===== src/gpio_timer_pkg.sv =====
// Package for the eight-pin port with its event timer.
// Assumes a classic Wishbone slave with 32-bit data and byte selects.
package gpio_timer_pkg;
  localparam int          NUM_PINS      = 8;
  localparam int          ADDR_W        = 8;
  // Register byte addresses.
  localparam logic [7:0]  OFS_OE        = 8'h00;
  localparam logic [7:0]  OFS_DRIVE     = 8'h04;
  localparam logic [7:0]  OFS_SAMPLE    = 8'h08;
  localparam logic [7:0]  OFS_MODIFY    = 8'h0c;
  localparam logic [7:0]  OFS_TRIGEN    = 8'h10;
  localparam logic [7:0]  OFS_IRQEN     = 8'h14;
  localparam logic [7:0]  OFS_EDGE      = 8'h18;
  localparam logic [7:0]  OFS_FLAGS     = 8'h1c;
  localparam logic [7:0]  OFS_CTRL      = 8'h20;
  localparam logic [7:0]  OFS_TRIGSEL   = 8'h24;
  localparam logic [7:0]  OFS_COUNT     = 8'h28;
  localparam logic [7:0]  OFS_RELOAD    = 8'h2c;
  // Field positions.
  localparam int          SET_LSB       = 0;
  localparam int          CLR_LSB       = 16;
  localparam int          CTRL_EN       = 0;
  localparam int          CTRL_SRC      = 1;
  localparam int          CTRL_STOP     = 2;
  localparam int          CTRL_LEVEL    = 3;
  localparam int          CTRL_POL      = 4;
  localparam int          CTRL_OVF      = 5;
  localparam int          TRIGSEL_W     = 3;
  // Reset and limit values.
  localparam logic [31:0] COUNT_MAX     = 32'hffff_ffff;
  localparam logic [31:0] ZERO32        = 32'h0000_0000;
  localparam logic [7:0]  ZERO8         = 8'h00;
  // Interrupt line numbers toward the processor.
  localparam int          IRQ_LINES     = 6;
  localparam int          IRQ_TIMER     = 4;
  localparam int          IRQ_PORT      = 5;

  // Wishbone request and answer.
  typedef struct packed {
    logic              cyc;
    logic              stb;
    logic              we;
    logic [ADDR_W-1:0] adr;
    logic [3:0]        sel;
    logic [31:0]       dat;
  } wb_req_t;

  typedef struct packed {
    logic        ack;
    logic [31:0] dat;
  } wb_rsp_t;

  // Timer control fields.
  typedef struct packed {
    logic polarity_select;
    logic level_not_edge;
    logic stop_on_wrap;
    logic count_source_select;
    logic enable;
  } ctrl_t;
endpackage


===== src/gpio_timer.sv =====
// Eight-pin port with edge interrupts, timer triggers and a 32-bit timer.
// Assumes pins arrive asynchronously and a classic Wishbone master drives the bus.
`timescale 1ns/1ps
`default_nettype none

// Register map, all on a 32-bit data bus with byte selects.
// Offset 00: direction, one bit a pin, set means the pin is driven.
// Offset 04: drive level, the value a driven pin shows.
// Offset 08: sampled pin levels, read only; writes are dropped.
// Offset 0c: bit modify, write only; low byte sets, byte two clears.
// Offset 10: trigger enable, lets an input pin feed the timer.
// Offset 14: interrupt enable, lets an input pin raise a flag.
// Offset 18: edge select, one means rising and zero means falling.
// Offset 1c: interrupt flags, cleared as a whole by any read.
// Offset 20: timer control, with the overflow pulse visible in bit five.
// Offset 24: trigger source select, the number of the pin that counts.
// Offset 28: count value, readable and writable at any time.
// Offset 2c: reload value, copied into the count on every wrap.
// Any other offset is answered with zero data and ignores writes.
//
// Bus timing.
// A request is taken at the edge where cyc and stb are high and ack is low.
// Ack follows one cycle later and stands for exactly one cycle.
// Read data stands with ack and is zero in every other cycle.
// A master that keeps stb high after ack is taken again once ack falls.
// Writes land at the taking edge, so a read that follows sees them.
//
// Pin path.
// Every pin passes two flip-flops before anything looks at it.
// Edges come from stages two and three, so a pin change reaches the
// flags and an edge-triggered timer three edges after it happens on the pin; a level trigger takes four.
// A pulse on a pin shorter than one clock period may be missed.
// Pins driven as outputs are still sampled, so the sample register
// shows the driven level for them; software ignores those bits.
//
// Interrupt lines.
// Line four carries the timer overflow as a one-cycle pulse.
// Line five carries the OR of all port flags as a level.
// Lines zero to three belong to other blocks and are held low here.
//
// Timer.
// The count steps every cycle in clock mode and on each active
// trigger in trigger mode, only while the enable bit is one.
// At all ones it takes the reload value instead and pulses overflow.
// With stop on wrap set the enable bit is cleared at that wrap, so
// software sees in the control register that the timer has stopped.
// A software write to the count wins over a step in the same cycle.
//
// Set and clear in one write.
// When one write both sets and clears a bit the clear wins, so a
// careless mask can only switch a pin off, never on.
//
// Trade-offs.
// The synchroniser runs on every pin all the time; it costs a few
// flip-flops but removes any spurious edge when a feature is enabled.
// State is kept in one record so that reset and hold are uniform.

module gpio_timer
  import gpio_timer_pkg::*;
#(
  parameter int N = NUM_PINS
) (
  // Clock and reset.
  input  wire logic            clk_i,
  input  wire logic            rst_n_i,
  // Wishbone slave.
  input  wire wb_req_t         wb_req_i,
  output wb_rsp_t              wb_rsp_o,
  // Pins.
  input  wire logic [N-1:0]    pin_i,
  output logic      [N-1:0]    pin_o,
  output logic      [N-1:0]    pin_oe_o,
  // Interrupt lines to the processor.
  output logic [IRQ_LINES-1:0] irq_o
);

  // Whole module state in one record.
  typedef struct packed {
    logic [N-1:0] sync1;
    logic [N-1:0] sync2;
    logic [N-1:0] sync3;
    logic [N-1:0] pin_output_enable;
    logic [N-1:0] drive_level;
    logic [N-1:0] pin_trigger_enable;
    logic [N-1:0] pin_interrupt_enable;
    logic [N-1:0] pin_edge_select;
    logic [N-1:0] pin_interrupt_flags;
    ctrl_t        ctrl;
    logic [TRIGSEL_W-1:0] trigger_source_select;
    logic [31:0]  count_value;
    logic [31:0]  reload_value;
    logic         overflow;
    logic         ack;
    logic [31:0]  rdata;
  } state_t;

  state_t s_q;
  state_t s_d;

  // Per-pin stable level and edges; the level is stage three alone, the edges compare stages two and three.
  logic [N-1:0] stable;
  logic [N-1:0] rise;
  logic [N-1:0] fall;
  logic [N-1:0] trig_out;

  genvar g;
  generate
    for (g = 0; g < N; g++) begin : g_pin
      assign stable[g]   = s_q.sync3[g];
      assign rise[g]     = s_q.sync2[g] & ~s_q.sync3[g];
      assign fall[g]     = ~s_q.sync2[g] & s_q.sync3[g];
      // Only inputs with the trigger bit may feed the timer.
      assign trig_out[g] = s_q.pin_trigger_enable[g] & ~s_q.pin_output_enable[g];
    end
  endgenerate

  // Byte-lane write merge honouring sel, so narrow accesses touch only their lanes.
  // Every writable register except the bit modify one goes through it, so byte and half-word writes behave alike
  // on all of them; the unused upper lanes of narrow registers are dropped.
  function automatic logic [31:0] merge(input logic [31:0] old_v, input logic [31:0] new_v,
                                        input logic [3:0] sel);
    logic [31:0] r;
    r = old_v;
    for (int b = 0; b < 4; b++) begin
      if (sel[b]) begin
        r[b*8 +: 8] = new_v[b*8 +: 8];
      end
    end
    return r;
  endfunction

  logic        req;
  logic        wr;
  logic        rd;
  logic [31:0] wmask;

  // The request is masked while ack stands, so a held strobe is not taken
  // twice; this is what makes the answer exactly one cycle wide.
  assign req = wb_req_i.cyc & wb_req_i.stb & ~s_q.ack;
  assign wr  = req & wb_req_i.we;
  assign rd  = req & ~wb_req_i.we;

  generate
    for (g = 0; g < 4; g++) begin : g_mask
      assign wmask[g*8 +: 8] = {8{wb_req_i.sel[g]}};
    end
  endgenerate

  // Next-state logic: bus access, pin sampling, flags and timer.
  always_comb begin
    logic [N-1:0]  edge_hit;
    logic [31:0]   wv;
    logic          sel_pin;
    logic          active;
    logic          step;
    logic [N-1:0]  set_m;
    logic [N-1:0]  clr_m;
    s_d      = s_q;
    edge_hit = '0;
    wv       = '0;
    sel_pin  = 1'b0;
    active   = 1'b0;
    step     = 1'b0;
    set_m    = '0;
    clr_m    = '0;

    // Three-stage synchroniser on every pin.
    // Stage one may go metastable; only stages two and three are read further on,
    // and stage three gives the previous level for edge detection.
    s_d.sync1 = pin_i;
    s_d.sync2 = s_q.sync1;
    s_d.sync3 = s_q.sync2;

    // Ack is one cycle and drops in the cycle after it was given.
    s_d.ack   = req;
    s_d.rdata = ZERO32;

    if (wr) begin
      case (wb_req_i.adr)
        OFS_OE: begin
          wv = merge({24'h000000, s_q.pin_output_enable}, wb_req_i.dat, wb_req_i.sel);
          s_d.pin_output_enable = wv[N-1:0];
        end
        OFS_DRIVE: begin
          wv = merge({24'h000000, s_q.drive_level}, wb_req_i.dat, wb_req_i.sel);
          s_d.drive_level = wv[N-1:0];
        end
        OFS_TRIGEN: begin
          wv = merge({24'h000000, s_q.pin_trigger_enable}, wb_req_i.dat, wb_req_i.sel);
          s_d.pin_trigger_enable = wv[N-1:0];
        end
        OFS_IRQEN: begin
          wv = merge({24'h000000, s_q.pin_interrupt_enable}, wb_req_i.dat, wb_req_i.sel);
          s_d.pin_interrupt_enable = wv[N-1:0];
        end
        OFS_EDGE: begin
          wv = merge({24'h000000, s_q.pin_edge_select}, wb_req_i.dat, wb_req_i.sel);
          s_d.pin_edge_select = wv[N-1:0];
        end
        OFS_CTRL: begin
          wv = merge({27'h0000000, s_q.ctrl}, wb_req_i.dat, wb_req_i.sel);
          s_d.ctrl = wv[CTRL_POL:CTRL_EN];
        end
        OFS_TRIGSEL: begin
          wv = merge({29'h00000000, s_q.trigger_source_select}, wb_req_i.dat, wb_req_i.sel);
          s_d.trigger_source_select = wv[TRIGSEL_W-1:0];
        end
        OFS_RELOAD: begin
          s_d.reload_value = merge(s_q.reload_value, wb_req_i.dat, wb_req_i.sel);
        end
        default: begin
        end
      endcase
    end

    // Set and clear masks act only on the lanes that were selected.
    // The clear is applied after the set, so the clear wins on a shared bit.
    // No read-modify-write is needed, so an interrupt between a read and a
    // write elsewhere in software can never undo another pin's change.
    if (wr && wb_req_i.adr == OFS_MODIFY) begin
      wv    = wb_req_i.dat & wmask;
      set_m = wv[SET_LSB +: N];
      clr_m = wv[CLR_LSB +: N];
      s_d.drive_level = (s_q.drive_level | set_m) & ~clr_m;
    end

    if (rd) begin
      case (wb_req_i.adr)
        OFS_OE:      s_d.rdata = {24'h000000, s_q.pin_output_enable};
        OFS_DRIVE:   s_d.rdata = {24'h000000, s_q.drive_level};
        OFS_SAMPLE:  s_d.rdata = {24'h000000, stable};
        OFS_TRIGEN:  s_d.rdata = {24'h000000, s_q.pin_trigger_enable};
        OFS_IRQEN:   s_d.rdata = {24'h000000, s_q.pin_interrupt_enable};
        OFS_EDGE:    s_d.rdata = {24'h000000, s_q.pin_edge_select};
        OFS_FLAGS:   s_d.rdata = {24'h000000, s_q.pin_interrupt_flags};
        OFS_CTRL:    s_d.rdata = {26'h0000000, s_q.overflow, s_q.ctrl};
        OFS_TRIGSEL: s_d.rdata = {29'h00000000, s_q.trigger_source_select};
        OFS_COUNT:   s_d.rdata = s_q.count_value;
        OFS_RELOAD:  s_d.rdata = s_q.reload_value;
        default:     s_d.rdata = ZERO32;
      endcase
    end

    // Pin interrupt flags: a read clears them, a new edge in that same cycle survives.
    // Setting after clearing means that no edge is ever lost to a read.
    // Output pins are masked, so driving a pin never raises its own flag.
    edge_hit = s_q.pin_interrupt_enable & ~s_q.pin_output_enable
             & ((rise & s_q.pin_edge_select) | (fall & ~s_q.pin_edge_select));
    if (rd && wb_req_i.adr == OFS_FLAGS) begin
      s_d.pin_interrupt_flags = ZERO8;
    end
    s_d.pin_interrupt_flags = s_d.pin_interrupt_flags | edge_hit;

    // Trigger of the selected pin: edge or level, shaped by polarity.
    // An edge trigger is active for one cycle per edge, a level trigger
    // for every cycle in which the synchronised level matches the polarity.
    // A pin that is not enabled as a trigger, or is an output, never counts.
    sel_pin = trig_out[s_q.trigger_source_select];
    if (s_q.ctrl.level_not_edge) begin
      active = s_q.ctrl.polarity_select ? stable[s_q.trigger_source_select]
                                        : ~stable[s_q.trigger_source_select];
    end else begin
      active = s_q.ctrl.polarity_select ? rise[s_q.trigger_source_select]
                                        : fall[s_q.trigger_source_select];
    end
    active = active & sel_pin;

    // Clock mode steps every cycle and ignores the trigger shape.
    step = s_q.ctrl.enable & (s_q.ctrl.count_source_select ? active : 1'b1);
    s_d.overflow = 1'b0;
    if (step) begin
      if (s_q.count_value == COUNT_MAX) begin
        s_d.count_value = s_q.reload_value;
        s_d.overflow    = 1'b1;
        if (s_q.ctrl.stop_on_wrap) begin
          s_d.ctrl.enable = 1'b0;
        end
      end else begin
        s_d.count_value = s_q.count_value + 32'h0000_0001;
      end
    end

    // Software write to the count wins over the hardware step.
    // The overflow pulse of a wrap in that same cycle still goes out, so
    // a wrap is reported even when software rewrites the count at once.
    if (wr && wb_req_i.adr == OFS_COUNT) begin
      s_d.count_value = merge(s_q.count_value, wb_req_i.dat, wb_req_i.sel);
    end
  end

  // All state resets to constants; every pin starts as an input.
  // Zero for the direction register means no pin is driven after reset,
  // and zero flags and control mean no line is raised and the timer rests.
  always_ff @(posedge clk_i or negedge rst_n_i) begin
    if (!rst_n_i) begin
      s_q <= '0;
    end else begin
      s_q <= s_d;
    end
  end

  // Outputs straight from flip-flops, so no pin glitches between edges.
  // The drive level is shown even on inputs; the enable decides whether
  // it reaches the pin, which lets software preload it before switching.
  assign pin_o        = s_q.drive_level;
  assign pin_oe_o     = s_q.pin_output_enable;
  assign wb_rsp_o.ack = s_q.ack;
  assign wb_rsp_o.dat = s_q.rdata;

  // Interrupt lines: timer pulses on its line, port flags hold a level on theirs.
  // The port line stays high until software reads the flags register.
  always_comb begin
    irq_o            = '0;
    irq_o[IRQ_TIMER] = s_q.overflow;
    irq_o[IRQ_PORT]  = |s_q.pin_interrupt_flags;
  end

endmodule // gpio_timer

`default_nettype wire


===== config.mk =====
export PLATFORM = sky130hd
export DESIGN_NAME = gpio_timer
export DESIGN_NICKNAME = d
export VERILOG_FILES = /design/src/gpio_timer_pkg.sv /design/src/gpio_timer.sv
export SDC_FILE = /design/constraint.sdc
export NUM_CORES = 1
export LEC_CHECK = 0
export BUFFER_PORTS_ARGS = -buffer_cell sky130_fd_sc_hd__buf_2
export CAP_MARGIN = 30
export CORE_ASPECT_RATIO = 0.9
export CORE_MARGIN = 4
export CORE_UTILIZATION = 50
export CTS_CLUSTER_DIAMETER = 150
export DETAILED_ROUTE_END_ITERATION = 8
export HOLD_SLACK_MARGIN = 0.12
export PLACE_DENSITY_LB_ADDON = 0.1
export SLEW_MARGIN = 25
export SYNTH_ARGS = -nofsm -noshare
export SYNTH_HDL_FRONTEND = slang
export SYNTH_SLANG_ARGS = --single-unit

===== constraint.sdc =====
create_clock -name clk_i -period 3.28 [get_ports clk_i]
set_input_delay 0.164 -clock clk_i [delete_from_list [all_inputs] [get_ports clk_i]]
set_output_delay 0.164 -clock clk_i [all_outputs]
set_load 0.005 [all_outputs]

# Word level (Yosys, flattened, before mapping)
# Index checks and enable logic that the tools add are counted.
[op_classes]
addsub = 1
n_bitwise = 69
n_lt_le_gt_ge = 1
n_reduce_logical = 24
muxes = 41
n_eq_ne = 16
[op_table]
columns = ["operator", "count"]
rows = [
  ["$pmux W32 S11", 1],
  ["$mux W32", 5],
  ["$mux W8", 13],
  ["$and A8 B8 Y8", 5],
  ["$reduce_and A3 Y1", 11],
  ["$add A32 B1 Y32 const B", 1],
  ["$eq A32 B32 Y1 const B", 1],
  ["$eq A8 B5 Y1 const B", 4],
  ["$eq A8 B6 Y1 const B", 4],
  ["$and A1 B1 Y1", 30],
  ["$not A1 Y1", 27],
  ["$and A24 B24 Y24", 1],
  ["$not A8 Y8", 3],
  ["$or A8 B8 Y8", 3],
  ["$eq A8 B4 Y1 const B", 2],
  ["$mux W1", 15],
  ["$bmux W1 S3", 4],
  ["$eq A8 B3 Y1 const B", 1],
  ["$logic_not A8 Y1", 1],
  ["$ne A2 B2 Y1 const B", 4],
  ["$reduce_and A2 Y1", 4],
  ["$reduce_bool A2 Y1", 4],
  ["$reduce_or A8 Y1", 1],
  ["$mux W3", 2],
  ["3 further kinds", 5],
]
[totals]
elab_cells = 178
inputBits = 57
reg_bits = 178
out_inout_bits = 55

# Depth between registers and ports, before layout
[logic_depth]
ltp_word = 11
depth_mapped = 10
mapped_depth_nobuf = 8

# Worst setup path after synthesis
# OpenSTA, ideal clock, no wires.
[synth_path]
path_kind = "register to register"
startpoint = "register s_q[98] (netlist bit)"
endpoint = "register s_q[82] (netlist bit)"
stages_incl_launch_ff = 9
path_buffers = 1
period_less_slack_ps = 2559
arrival_time_ps = 2433
setup_slack_ps = 721
t_required_ps = 3154
path_cell_list = "dfrtp_1 -> buf_6 -> mux4_1 -> mux2i_1 -> mux2i_1 -> nor2_1 -> a21oi_4 -> mux2i_4 -> a221o_1"
[synth_between]
elab_chain_len = 10
[synth_lines]
columns = ["element", "line_no", "rtl"]
rows = [
  ["start: declaration", "gpio_timer.sv:97", "state_t s_q;"],
  ["start signal: assignment", "gpio_timer.sv:296", "s_q <= '0;"],
  ["start signal: assignment", "gpio_timer.sv:298", "s_q <= s_d;"],
  ["$bmux W1 S3", "gpio_timer.sv:260, gpio_timer.sv:261", ""],
  ["$mux W1 (not written as such)", "gpio_timer.sv:260, gpio_timer.sv:261", ""],
  ["$not A1 Y1", "gpio_timer.sv:261", ": ~stable[s_q.trigger_source_select];"],
  ["$mux W1", "gpio_timer.sv:260", "active = s_q.ctrl.polarity_select ? stable[s_q.trigger_source_select]"],
  ["$mux W1", "gpio_timer.sv:259", "if (s_q.ctrl.level_not_edge) begin"],
  ["$and A1 B1 Y1 (*)", "gpio_timer.sv:266", "active = active & sel_pin;"],
  ["$mux W1 (*)", "gpio_timer.sv:269", "step = s_q.ctrl.enable & (s_q.ctrl.count_source_select ? active : 1'b1);"],
  ["$and A1 B1 Y1 (*)", "gpio_timer.sv:269", ""],
  ["$reduce_bool A2 Y1 (no line) (*)", "--", ""],
  ["$reduce_and A2 Y1 (no line) (*)", "--", ""],
]
# Every way passes the cells marked *; elsewhere a longest branch is shown, timed or not. The select of a mux whose other input is x is not followed.
# A chain may end at the register's enable or synchronous reset.

# Worst setup path in the final report
# Ends and elaborated chain as after synthesis.

==> summary.txt <==
Cells and area
  • Post-Layout Inst Area: around 11,000 um^2
  • Layout cells sized above 1: between 20 and 30%
  • Number of nets in the finished design: between 1,000 and 1,500
  • Antenna diode count: 0
  • Total of fill cells in the finished design: around 1,500
  • Synthesis-to-finish area growth: 16.3%

Worst setup path
  • Kind of critical path: reg -> reg
  • Critical path peak fanout: 9
  • Critical Path Start: s_q[98]
  • Timing endpoint of the critical path: s_q[82]
  • Reg2reg setup slack: ~0.27 ns
  • Worst reg2reg path endpoint: s_q[82]
  • Kind of end point of the critical path: register
  • Worst endpoint required time: between 3 and 4 ns
  • Data arrival at the endpoint of the critical path: 3.32 ns
  • RR Startpoint: s_q[98]
  • Element type at the critical path start: register
  • Worst R2R Path Depth: 7

STA
  • Slew HR: between 50% and 60%
  • Final Max Tran Viols: 0
  • Post-route clock skew: 0.00815 ns
  • Fmax: 332 MHz
  • Endpoints failing setup: 0
  • Transition time at the pin with the least slew margin: about 0.74 ns
  • Count of endpoints failing hold in the final timing report: 0
  • Setup repair after global routing missed its margin: no
  • Final Critical Period: between 3 and 4 ns
  • Aggregate negative setup slack: 0 ns
  • Final cycle utilization of the critical path: 91.8%
  • Post-route worst setup slack: 0.269 ns

Drt
  • Total iterations of the first detailed-routing run: 6
  • Detailed Route WL: around 26 mm
  • Count of nets left with antenna violations after detail routing: 0
  • Detailed router's first-iteration violation count: 800
  • DRC violations left: 0
  • Total via count in the routed design: around 7,500
  • Via density: roughly 6.1
  • Per-cell routed wire length: 21.5 um

Synth
  • Share of the synthesized area in compound gates (AO/OA/AOI/OAI): 16.0%
  • Top-area cell type share of the netlist area: between 40 and 50%
  • Count of warnings emitted by yosys: 0
  • Ys async rst share: 100%
  • Number of enable flip-flop cells after synthesis: 0
  • Synth Area in Simple Gates: 13.5%
  • Top FF cell, synth: sky130_fd_sc_hd__dfrtp_1
  • Post-Syn Instances: 866
  • Post-synthesis xor/xnor area fraction: 1.61%
  • Mapped Area: between 9000 and 10,000 um^2
  • Combinational family with the most area after synthesis: compound AO/OA/AOI/OAI gates
  • Number of flip-flops and latches in the synthesized netlist: around 180
  • Share of the yosys chip area belonging to registers: between 40 and 50%
  • Library cell occupying the most area in the post-synthesis netlist: sky130_fd_sc_hd__dfrtp_1
  • Top post-synthesis cells by area: sky130_fd_sc_hd__dfrtp_1 48%, sky130_fd_sc_hd__mux2_2 10%, sky130_fd_sc_hd__buf_4 4.5%
  • Multiplexer share of the synthesized area: 13.6%
  • Post-synthesis cell type count: 71
  • Post-synthesis share of cell area spent on full adders, half adders and majority gates: less than 1%
  • Syn Area/Cell: 10.7 um^2

Floorplanning
  • Count of boundary I/O pins: around 110
  • Die Footprint: about 21,000 um^2
  • Number of core rows: 46
  • Die outline width: 151 um
  • Die height: 137 um
  • Initial Utilization: roughly 52%
  • Placeable core region: between 15,000 and 20,000 um^2

GRT
  • Overall overflow remaining after global route: 0
  • Initial antenna violation count: 0
  • Number of global-route vias before repair: 7,352
  • Wire length of the first global-routing pass: slightly above 40 mm
  • Gr usage total: 25.6%
  • Maximum number of pins on one net before global-route repair: ~100

Outcome
  • Run status: complete, no violations

Placed design
  • Final weighted congestion in routability-driven placement: ~0.95
  • Post-place instance area: 9740 um^2
  • Number of I/O port buffers: about 110
  • Worst Setup Slack post-DPL: between 0.2 and 0.3 ns
  • Placed wire-length estimate after detailed placement: 18.5 mm

Pwr
  • Total chip power: about 4700 uW
  • Highest ir drop seen on vdd: 0.351 mV
  • Leak Pwr: slightly below 0.005 uW
  • Power density relative to cell area: around 440 nW/um^2

Clock network
  • TritonCTS clock tree: built
  • CTS HTree Levels: 4
  • Number of buffers on the longest clock path: 2
  • Clock Sink Count: about 180
  • Cell at the root of the clock tree: sky130_fd_sc_hd__clkbuf_16
  • Worst-path clk slew: ~0.070 ns
  • Number of clock buffers inserted by TritonCTS: 17
  • Skew-Pair Late Insertion Delay: roughly 0.43 ns

Run
  • Max Cap Violations: 0

Worst hold path
  • Worst min-delay path category: in -> reg
==> worst min-delay path by stage <==
stage,start,to,cells after the start
finish,wb_req_i[7],s_q[121],2
global route,wb_req_i[7],s_q[121],2
CTS,wb_req_i[6],s_q[40],2
detailed placement,pin_i[1],s_d[163],1
global placement,pin_i[4],s_d[166],1
floorplan,rst_n_i,irq_o[4],0
==> state kept, by name, summed over array words and instances (netlist names) <==
signal	count
pin_o	8
irq_o	1
s_q	104
stable	8
wb_rsp_o	33
s_d	16
pin_oe_o	8
==> area by class of cell <==
class                      instances  area [um^2]  area share (%)
timing repair buffer             173         1150            10.7
multi-input combinational        576         4170            38.7
inverter                          21         78.8           0.732
clock inverter                    15          196            1.82
tap                              240          300            2.79
clock buffer                      17          425            3.95
sequential                       178         4450            41.4
==> cells in the final DEF (no fill, tap or decap), types with 3 or more instances in the layout <==
master,Yosys,layout
sky130_fd_sc_hd__clkinv_4,0,4
sky130_fd_sc_hd__a31oi_1,28,28
sky130_fd_sc_hd__a211oi_1,12,12
sky130_fd_sc_hd__nor2_1,72,71
sky130_fd_sc_hd__a21oi_1,41,41
sky130_fd_sc_hd__and3_1,12,12
sky130_fd_sc_hd__clkbuf_16,0,17
sky130_fd_sc_hd__conb_1,1,4
sky130_fd_sc_hd__mux2_2,85,85
sky130_fd_sc_hd__nor4_1,10,10
sky130_fd_sc_hd__o21ai_0,27,27
sky130_fd_sc_hd__buf_2,4,107
sky130_fd_sc_hd__a32o_1,10,10
sky130_fd_sc_hd__nand3b_1,7,7
sky130_fd_sc_hd__mux4_1,3,3
sky130_fd_sc_hd__a41oi_1,7,7
sky130_fd_sc_hd__mux2_1,3,3
sky130_fd_sc_hd__mux2i_1,10,10
sky130_fd_sc_hd__a222oi_1,11,11
sky130_fd_sc_hd__nand3_1,16,16
sky130_fd_sc_hd__o31ai_1,3,3
sky130_fd_sc_hd__xnor2_1,11,11
sky130_fd_sc_hd__nor2b_1,5,5
sky130_fd_sc_hd__nor3_1,7,7
sky130_fd_sc_hd__and2_1,4,4
sky130_fd_sc_hd__inv_1,21,21
sky130_fd_sc_hd__bufinv_16,0,3
sky130_fd_sc_hd__nand2_1,58,58
sky130_fd_sc_hd__a221oi_1,6,6
sky130_fd_sc_hd__inv_6,0,5
sky130_fd_sc_hd__dfrtp_1,178,178
sky130_fd_sc_hd__a22oi_1,36,36
sky130_fd_sc_hd__nor3b_1,4,4
sky130_fd_sc_hd__nand2b_1,17,17
sky130_fd_sc_hd__nand4_1,11,11
sky130_fd_sc_hd__dlygate4sd3_1,0,38
sky130_fd_sc_hd__xor2_1,6,6
sky130_fd_sc_hd__a22o_1,6,6
sky130_fd_sc_hd__buf_4,56,26
==> metal layers <==
layer | track usage (%) | part of all wire (%)
met5 | 0 | 0
met4 | 6.80 | 1.3
met1 | 39.4 | 46
met3 | 4.30 | 8.9
met2 | 37.3 | 44
==> worst max-delay path, stage by stage (launching register included) <==
cell and delay, ns:
sky130_fd_sc_hd__dfrtp_1 0.55, sky130_fd_sc_hd__buf_4 0.24, sky130_fd_sc_hd__mux4_2 0.50, sky130_fd_sc_hd__o2bb2ai_1 0.14, sky130_fd_sc_hd__or4_4 0.45, sky130_fd_sc_hd__a21oi_4 0.39, sky130_fd_sc_hd__mux2i_4 0.23, sky130_fd_sc_hd__a221o_1 0.40
==> cells by family (layout without fill, tap and decap cells) <==
kind of cell,count (synthesis),after routing
simple gates,242,242
xor+xnor,17,17
other cells,1,4
fa+ha+maj,1,1
compound gates,207,207
flops,178,178
mux,105,105
buf+inv,115,226
==> per-stage QoR <==
stage | instances | util [%] | hold WS, ns
final | 1220 | 60.2 | 0.141
after global routing | 1220 | 60.2 | 0.133
after CTS | 1219 | 60.0 | 0.132
after detailed placement | 1149 | 54.4 | 0.273
after global placement | 1148 | 54.4 | 0.272
after floorplan | 869 | - | -0.132
==> cell usage after synthesis, types with 4 or more instances <==
cell type                  count
sky130_fd_sc_hd__dfrtp_1     178
sky130_fd_sc_hd__mux2_2       85
sky130_fd_sc_hd__nor2_1       72
sky130_fd_sc_hd__nand2_1      58
sky130_fd_sc_hd__buf_4        56
sky130_fd_sc_hd__a21oi_1      41
sky130_fd_sc_hd__a22oi_1      36
sky130_fd_sc_hd__a31oi_1      28
sky130_fd_sc_hd__clkbuf_1     27
sky130_fd_sc_hd__o21ai_0      27
sky130_fd_sc_hd__inv_1        21
sky130_fd_sc_hd__nand2b_1     17
sky130_fd_sc_hd__nand3_1      16
sky130_fd_sc_hd__a211oi_1     12
sky130_fd_sc_hd__and3_1       12
sky130_fd_sc_hd__a222oi_1     11
sky130_fd_sc_hd__nand4_1      11
sky130_fd_sc_hd__xnor2_1      11
sky130_fd_sc_hd__a32o_1       10
sky130_fd_sc_hd__mux2i_1      10
sky130_fd_sc_hd__nor4_1       10
sky130_fd_sc_hd__a41oi_1       7
sky130_fd_sc_hd__nand3b_1      7
sky130_fd_sc_hd__nor3_1        7
sky130_fd_sc_hd__a221oi_1      6
sky130_fd_sc_hd__a22o_1        6
sky130_fd_sc_hd__buf_1         6
sky130_fd_sc_hd__xor2_1        6
sky130_fd_sc_hd__nor2b_1       5
sky130_fd_sc_hd__and2_1        4
sky130_fd_sc_hd__buf_2         4
sky130_fd_sc_hd__nor3b_1       4
==> what timing repair did <==
action	CTS	global route
hold endpoints to repair	150	0
hold buffers	38	0
gates resized for setup	0	0
setup buffers	0	0
==> power breakdown <==
group	total [uW]	switching (uW)	internal (uW)
logic	256	144	112
clock network	2160	939	1230
registers	2270	38.6	2230
No activity file was read; power rests on OpenSTA's default activity.
